## config.mk

```make
export PLATFORM = sky130hd
export DESIGN_NAME = dspil_interlock
export DESIGN_NICKNAME = d
export VERILOG_FILES = /design/src/verilog/dspil_pkg.sv /design/src/verilog/dspil_hist_stage.sv /design/src/verilog/dspil_interlock.sv
export VERILOG_INCLUDE_DIRS = /design/src /design/src/verilog
export SDC_FILE = /design/constraint.sdc
export NUM_CORES = 1
export LEC_CHECK = 0
export ABC_AREA = 1
export BUFFER_PORTS_ARGS = -buffer_cell sky130_fd_sc_hd__buf_2
export CORE_ASPECT_RATIO = 0.75
export CORE_UTILIZATION = 31
export CTS_CLUSTER_SIZE = 20
export DETAILED_ROUTE_END_ITERATION = 16
export PLACE_DENSITY = 0.6
export SLEW_MARGIN = 20
export SYNTH_ARGS = -nofsm -noshare
export SYNTH_HDL_FRONTEND = slang
export SYNTH_SLANG_ARGS = --single-unit
```

## constraint.sdc

```tcl
create_clock -name clk_i -period 2 [get_ports clk_i]
set_input_delay 0.5 -clock clk_i [delete_from_list [all_inputs] [get_ports clk_i]]
set_output_delay 0.5 -clock clk_i [all_outputs]
set_load 0.05 [all_outputs]
```

## src/verilog/dspil_regs.svh

```systemverilog
// constants of the pipeline stall interlock
`ifndef DSPIL_REGS_SVH
`define DSPIL_REGS_SVH
`define DSPIL_REG_W 4
`define DSPIL_BANK_W 2
`define DSPIL_CNT_W 2
`define DSPIL_STALL_CC_MISS 2'h1
`define DSPIL_STALL_BANK 2'h1
`define DSPIL_STALL_CST_LD 2'h1
`define DSPIL_STALL_FP_FWD 2'h1
`define DSPIL_STALL_COND 2'h1
`define DSPIL_STALL_STAT 2'h1
`define DSPIL_STALL_DUAL_N2 2'h1
`define DSPIL_STALL_DUAL_N1 2'h2
`define DSPIL_STALL_FXM_FWD 2'h1
`define DSPIL_STALL_NONE 2'h0
`endif

```

## src/verilog/dspil_pkg.sv

```systemverilog
// types of the pipeline stall interlock
`default_nettype none
`include "dspil_regs.svh"
package dspil_pkg;
  typedef logic [`DSPIL_REG_W-1:0] dspil_reg_t;
  typedef logic [`DSPIL_CNT_W-1:0] dspil_cnt_t;
  // decoded view of one issued instruction
  typedef struct packed {
    logic vld;
    logic fp_res;
    logic fx_mul;
    logic cond;
    logic cond_set;
    logic dual;
    logic stat_wr;
    logic cst;
    logic wr_a_vld;
    dspil_reg_t wr_a;
    logic wr_b_vld;
    dspil_reg_t wr_b;
  } dspil_hist_t;
  typedef enum logic [1:0] {
    DSPIL_RUN,
    DSPIL_HOLD
  } dspil_state_t;
endpackage : dspil_pkg
`default_nettype wire

```

## src/verilog/dspil_hist_stage.sv

```systemverilog
// one stage of the issued instruction history
`timescale 1ns/1ns
`default_nettype none
module dspil_hist_stage
  import dspil_pkg::*;
(
  input wire logic clk_i,
  input wire logic srst_i,
  input wire logic adv_i,
  input wire dspil_hist_t d_i,
  output dspil_hist_t q_o
);
  typedef struct packed {
    dspil_hist_t h;
  } dspil_hs_t;
  dspil_hs_t st_r;
  dspil_hs_t st_nxt;

  always_comb begin
    st_nxt = st_r;
    if (adv_i) begin
      st_nxt.h = d_i;
    end
  end

  always_ff @(posedge clk_i) begin
    if (srst_i) begin
      st_r <= '0;
    end else begin
      st_r <= st_nxt;
    end
  end

  assign q_o = st_r.h;
endmodule : dspil_hist_stage
`default_nettype wire

```

## src/verilog/dspil_interlock.sv

```systemverilog
// hazard detection and stall insertion between decode and execution
`timescale 1ns/1ns
`default_nettype none
`include "dspil_regs.svh"
module dspil_interlock
  import dspil_pkg::*;
(
  input wire logic clk_i,
  input wire logic srst_i,
  // decoded instruction offered for issue
  input wire logic dec_vld_i,
  input wire logic dec_compute_i,
  input wire logic dec_fp_res_i,
  input wire logic dec_fx_alu_i,
  input wire logic dec_mul_i,
  input wire logic dec_fx_mul_i,
  input wire logic dec_dual_i,
  input wire logic dec_cond_i,
  input wire logic dec_cond_set_i,
  input wire logic dec_stat_wr_i,
  input wire logic dec_uses_carry_i,
  input wire logic dec_cst_i,
  input wire logic dec_load_i,
  input wire logic dec_rd_a_vld_i,
  input wire dspil_reg_t dec_rd_a_i,
  input wire logic dec_rd_b_vld_i,
  input wire dspil_reg_t dec_rd_b_i,
  input wire logic dec_wr_a_vld_i,
  input wire dspil_reg_t dec_wr_a_i,
  input wire logic dec_wr_b_vld_i,
  input wire dspil_reg_t dec_wr_b_i,
  // memory side of the instruction offered for issue
  input wire logic pm_data_rd_i,
  input wire logic cc_miss_i,
  input wire logic core_acc_i,
  input wire logic [`DSPIL_BANK_W-1:0] core_bank_i,
  input wire logic dma_acc_i,
  input wire logic [`DSPIL_BANK_W-1:0] dma_bank_i,
  // pipeline control
  output logic hold_o,
  output logic issue_o,
  output logic bubble_o,
  output logic [`DSPIL_CNT_W-1:0] stall_cnt_o
);
  // ****************************************
  // state
  // ****************************************
  typedef struct packed {
    dspil_state_t fsm;
    dspil_cnt_t left;
    logic hold;
    logic issue;
    logic bubble;
    dspil_cnt_t cnt;
  } dspil_st_t;
  dspil_st_t st_r;
  dspil_st_t st_nxt;

  dspil_hist_t h1;
  dspil_hist_t h2;
  dspil_hist_t cur;
  logic adv;
  logic rd_a_h1;
  logic rd_b_h1;
  logic rd_a_h2;
  logic rd_b_h2;
  logic dep_h1;
  logic dual_h1;
  logic dual_h2;
  dspil_cnt_t need;

  // ****************************************
  // history of issued instructions
  // ****************************************
  always_comb begin
    cur = '0;
    cur.vld = dec_vld_i;
    cur.fp_res = dec_fp_res_i;
    cur.fx_mul = dec_fx_mul_i;
    cur.cond = dec_cond_i;
    cur.cond_set = dec_cond_set_i;
    cur.dual = dec_dual_i;
    cur.stat_wr = dec_stat_wr_i;
    cur.cst = dec_cst_i;
    cur.wr_a_vld = dec_wr_a_vld_i;
    cur.wr_a = dec_wr_a_i;
    cur.wr_b_vld = dec_wr_b_vld_i;
    cur.wr_b = dec_wr_b_i;
  end

  // a bubble shifts in as an empty slot, so spacing counts real cycles
  assign adv = (st_nxt.fsm == DSPIL_RUN);

  dspil_hist_stage u_h1 (
    .clk_i(clk_i),
    .srst_i(srst_i),
    .adv_i(1'b1),
    .d_i(adv && dec_vld_i ? cur : '0),
    .q_o(h1)
  );

  dspil_hist_stage u_h2 (
    .clk_i(clk_i),
    .srst_i(srst_i),
    .adv_i(1'b1),
    .d_i(h1),
    .q_o(h2)
  );

  // ****************************************
  // hazard detection
  // ****************************************
  function automatic logic hits(input logic v, input dspil_reg_t r, input dspil_hist_t h);
    hits = v && h.vld && ((h.wr_a_vld && h.wr_a == r) || (h.wr_b_vld && h.wr_b == r));
  endfunction : hits

  always_comb begin
    rd_a_h1 = hits(dec_rd_a_vld_i, dec_rd_a_i, h1);
    rd_b_h1 = hits(dec_rd_b_vld_i, dec_rd_b_i, h1);
    rd_a_h2 = hits(dec_rd_a_vld_i, dec_rd_a_i, h2);
    rd_b_h2 = hits(dec_rd_b_vld_i, dec_rd_b_i, h2);
    dep_h1 = rd_a_h1 || rd_b_h1;
    // both multiplier operands come from the same dual compute
    dual_h1 = dec_mul_i && h1.dual && rd_a_h1 && rd_b_h1;
    dual_h2 = dec_mul_i && h2.dual && rd_a_h2 && rd_b_h2 && !dep_h1;
    need = `DSPIL_STALL_NONE;
    if (dec_vld_i) begin
      // history is matched on registers and flags; one unrelated spacer clears every history hazard except the dual ones
      if (dual_h1) begin
        need = `DSPIL_STALL_DUAL_N1;
      end else if (dual_h2) begin
        need = `DSPIL_STALL_DUAL_N2;
      end else if (dec_mul_i && h1.fx_mul && dep_h1) begin
        need = `DSPIL_STALL_FXM_FWD;
      end else if (dec_compute_i && h1.fp_res && dep_h1
                   && !(dec_fx_alu_i && h1.fx_mul == 1'b0 && !dec_mul_i
                        && !h1.cond && h1.wr_a_vld && !dec_fp_res_i)) begin
        need = `DSPIL_STALL_FP_FWD;
      end else if (dec_compute_i && dep_h1 && h1.cond && h2.vld && h2.cond_set) begin
        need = `DSPIL_STALL_COND;
      end else if (dec_uses_carry_i && h1.vld && h1.stat_wr) begin
        need = `DSPIL_STALL_STAT;
      end else if (dec_load_i && h1.vld && h1.cst) begin
        need = `DSPIL_STALL_CST_LD;
      end else if (pm_data_rd_i && cc_miss_i) begin
        need = `DSPIL_STALL_CC_MISS;
      end else if (core_acc_i && dma_acc_i && core_bank_i == dma_bank_i) begin
        need = `DSPIL_STALL_BANK;
      end
    end
  end

  // ****************************************
  // stall sequencing
  // ****************************************
  always_comb begin
    st_nxt = st_r;
    st_nxt.issue = 1'b0;
    st_nxt.bubble = 1'b0;
    unique case (st_r.fsm)
      DSPIL_RUN: begin
        if (need != `DSPIL_STALL_NONE) begin
          // the consumer waits; older work in execute keeps flowing
          st_nxt.fsm = DSPIL_HOLD;
          st_nxt.left = need - 2'h1;
          st_nxt.hold = 1'b1;
          st_nxt.bubble = 1'b1;
          st_nxt.cnt = need;
        end else begin
          st_nxt.hold = 1'b0;
          st_nxt.issue = dec_vld_i;
          st_nxt.cnt = `DSPIL_STALL_NONE;
        end
      end
      DSPIL_HOLD: begin
        if (st_r.left == 2'h0) begin
          // issue without re-checking: the producer has moved on
          st_nxt.fsm = DSPIL_RUN;
          st_nxt.hold = 1'b0;
          st_nxt.issue = dec_vld_i;
          // the count only stands while the consumer is held
          st_nxt.cnt = `DSPIL_STALL_NONE;
        end else begin
          st_nxt.left = st_r.left - 2'h1;
          st_nxt.bubble = 1'b1;
        end
      end
    endcase
  end

  always_ff @(posedge clk_i) begin
    if (srst_i) begin
      st_r <= '{fsm: DSPIL_RUN, default: '0};
    end else begin
      st_r <= st_nxt;
    end
  end

  assign hold_o = st_r.hold;
  assign issue_o = st_r.issue;
  assign bubble_o = st_r.bubble;
  assign stall_cnt_o = st_r.cnt;
endmodule : dspil_interlock
`default_nettype wire

```

==> summary.md <==
| Metric | Value |
|---|---|
| Final Power | `1.811 mW` |
| Sink Count | `40` |
| DRC viols | `0` |
| Synthesized area | `1988 um2` |
| Antenna-violating nets left | `0` |
| Synth area leaders | `dfxtp_1 40%, nand2_1 15%, inv_1 10%, nor2_1 9.8%, nor2_2 3.1%` |
| Largest family of logic cells by synthesized area | `simple AND/OR/NAND/NOR gates` |
| Top cell type by total area after synthesis | `dfxtp_1` |
| First-pass GRT wire length | `7541 um` |
| Total Die Area | `6741 um2` |
| Fin Setup TNS | `0 ps` |
| CTS tree | `built` |
| Synth Area in Compound Gates | `0.04909` |
| Vias in the first global route | `roughly 1600` |
| Max cap viols | `0` |
| Vias | `1863` |
| Die X | `94.47 um` |
| Fin area | `2516 um2` |
| Ports | `48` |
| Root Buffer | `clkbuf_8` |
| Predominant post-synthesis flop cell | `dfxtp_1` |
| Period minus WS final | `about 1800 ps` |
| Arr. time, crit path | `a little over 2000 ps` |
| Row count | `24` |
| GRT Overall Usage | `0.1469` |
| Worst hold-check path type | `register to register` |
| Worst-Margin Slew | `367.0 ps` |
| Cell Pwr Density | `719.6 nW/um2` |
| Post-DP Area | `2340 um2` |
| Startpoint Class | `register` |
| Num CTS Buffers | `5` |
| P_leak | `1.292 nW` |
| Synth top area share | `0.4028` |
| Mean Syn Cell Area | `around 6.6 um2` |
| Status | `complete, no violations` |
| Layout fillers | `656` |
| Largest net degree at the start of global routing | `19` |
| Post-synthesis adder-cell area fraction | `0.006293` |
| Fin crit share | `0.9165` |
| Placed insts | `427` |
| Grt met1 use | `0.2279` |
| Fin Hold WS | `405.8 ps` |
| Layout Skew | `4.630 ps` |
| YS warnings | `0` |
| Port Buffers | `47` |
| Post-Syn Instances | `300` |
| Critical Path Fanout Max | `4` |
| Initial Util | `0.3310` |
| Die height | `71.36 um` |
| Met3 Usage GRT | `0.04246` |
| Post-route insts no fill | `~440` |
| Final wirelength | `4683 um` |
| CP Data Required Time | `2180 ps` |
| Async S/R FF share, synth | `0` |
| #FFs+latches synth | `40` |
| Fin. Hold Viols | `0` |
| CTS Hold Bufs | `0` |
| Top cells by count, synth | `77 x nand2_1, 54 x inv_1, 52 x nor2_1` |
| Clock transition at path regs | `80 ps` |
| Initial antenna violation count | `0` |
| Worst relative slew slack | `0.7550` |
| Core area | `6006 um2` |
| Netlist cell types | `25` |
| Diode count | `0` |
| Initial DRT Pass Iterations | `4` |
| NumNets Final | `~400` |
| Layout cells sized above 1 | `0.2702` |
| Post-synth net total | `between 300 and 400` |
| Initial DRC Count | `118` |
| Fin. max-slew vios | `0` |
| Crit path capture type | `register` |
| Top-count cell post-synth | `nand2_1` |
| Post-synthesis mux area share | `0` |
| Gr ovfl total | `0` |
| Grt met2 use | `0.1957` |
| RSZ-0062 raised after global routing | `true` |
| Post-CTS setup buffers | `0` |
| Highest clock rate | `545.5 MHz` |
| Most Used Layer, Global Route | `met1` |
| Vias per cell | `between 4 and 5` |
| Final GP Congestion | `0.8519` |
| CTS HTree Levels | `2` |
| P&R area growth vs syn | `26.56%` |
| Wire per inst | `10.72 um` |
| IR drop worst, VDD | `0.3921 mV` |
| WS Path Type | `register to register` |
| Post-DP HPWL | `3560 um` |
| Skew-Pair Late Insertion Delay | `between 200 and 300 ps` |
| Post-synth EDFFs | `0` |
| Synth Area in XOR/XNOR | `0.04405` |
| Register area share after synthesis | `0.4028` |
| Simple-Gate Fraction of Synth Area | `0.3619` |
| CTS Buffer Depth | `2` |
| Final setup vio count | `0` |
report_power, final:
part	internal, mW	total, mW	switching (mW)
Clock	0.408	0.708	0.300
Combinational	0.105	0.255	0.150
Sequential	0.826	0.848	0.0219
layout by cell type (no fill, tap or decap), drive strengths merged:
cell type,Yosys,routed
nand2,81,81
nor2,62,62
inv,59,59
buf,5,56
dfxtp,40,40
nand3,15,17
o21ai,11,11
xnor2,7,7
clkbuf,2,6
a21oi,5,5
nor3,4,4
xor2,3,3
and3,1,1
a32o,1,1
nor4,1,1
o211ai,1,1
or2,1,1
ha,1,1
clkinv,0,1
bufinv,0,1
cell type report:
class	instances	area (um2)	area share
clock inverter	2	38.79	0.01542
clock buffer	6	82.58	0.03282
sequential	40	810.8	0.3222
inverter	59	221.5	0.08802
tap	78	97.59	0.03879
timing repair buffer	56	302.8	0.1203
multi-input combinational	196	962.2	0.3824
through the flow:
step                        util  setup WS [ps]
after floorplan                -          133.4
after global placement    0.3896         -205.4
after detailed placement  0.3896         -223.3
after CTS                 0.4100          22.47
after global routing      0.4190         -11.14
final                     0.4190          166.9
flip-flops by register name, indices dropped and copies added, names as in the netlist:
signal and count:
issue_o 1, bubble_o 1, u_h1.q_o 18, hold_o 1, st_r 4, stall_cnt_o 2
u_h2.q_o 13
metal layers:
layer	routed length, um	vias up	part of all wire
met5	0	-	0
met4	17	0	0.0036
met3	355	3	0.076
met2	1825	63	0.39
met1	2484	790	0.53
li1	-	1007	-
critical path: stages, from the launching register on:
cell and delay, ps:
dfxtp_2 360, inv_1 70, nand2_1 60, nand2_1 60, nor2_2 120, nand3_1 70
nand2_1 90, nand2_2 70, nor3_4 220, nand2_1 140, nand3_4 120, nand2_4 90
buf_4 160, nand2_1 50, a21oi_1 50
repair_timing:
item	4_1_cts	5_1_grt
gates cloned	0	2
pin swaps	0	3
endpoints found under the setup margin	1	20
gates resized for setup	1	11
path summary, 6_finish.rpt:
| kind | startpoint | endpoint | slack [ps] | depth (start not counted) |
|---|---|---|---|---|
| hold / removal | u_h1.q_o[13] | u_h2.q_o[13] | 410 | 2 |
| hold reg to reg | u_h1.q_o[13] | u_h2.q_o[13] | 410 | 2 |
| setup / recovery | u_h1.q_o[6] | st_r[6] | 170 | 14 |
| setup reg to reg | u_h1.q_o[6] | st_r[6] | 170 | 14 |
kinds of logic (layout without fill, tap and decap cells):
logic type,after synthesis,after routing
buffers and inverters,66,123
XOR/XNOR,10,10
flip-flops,40,40
AND/OR/NAND/NOR,165,167
adder cells (fa/ha/maj),1,1
AO/OA/AOI/OAI,18,18
Power figures use the tool's default switching activity.
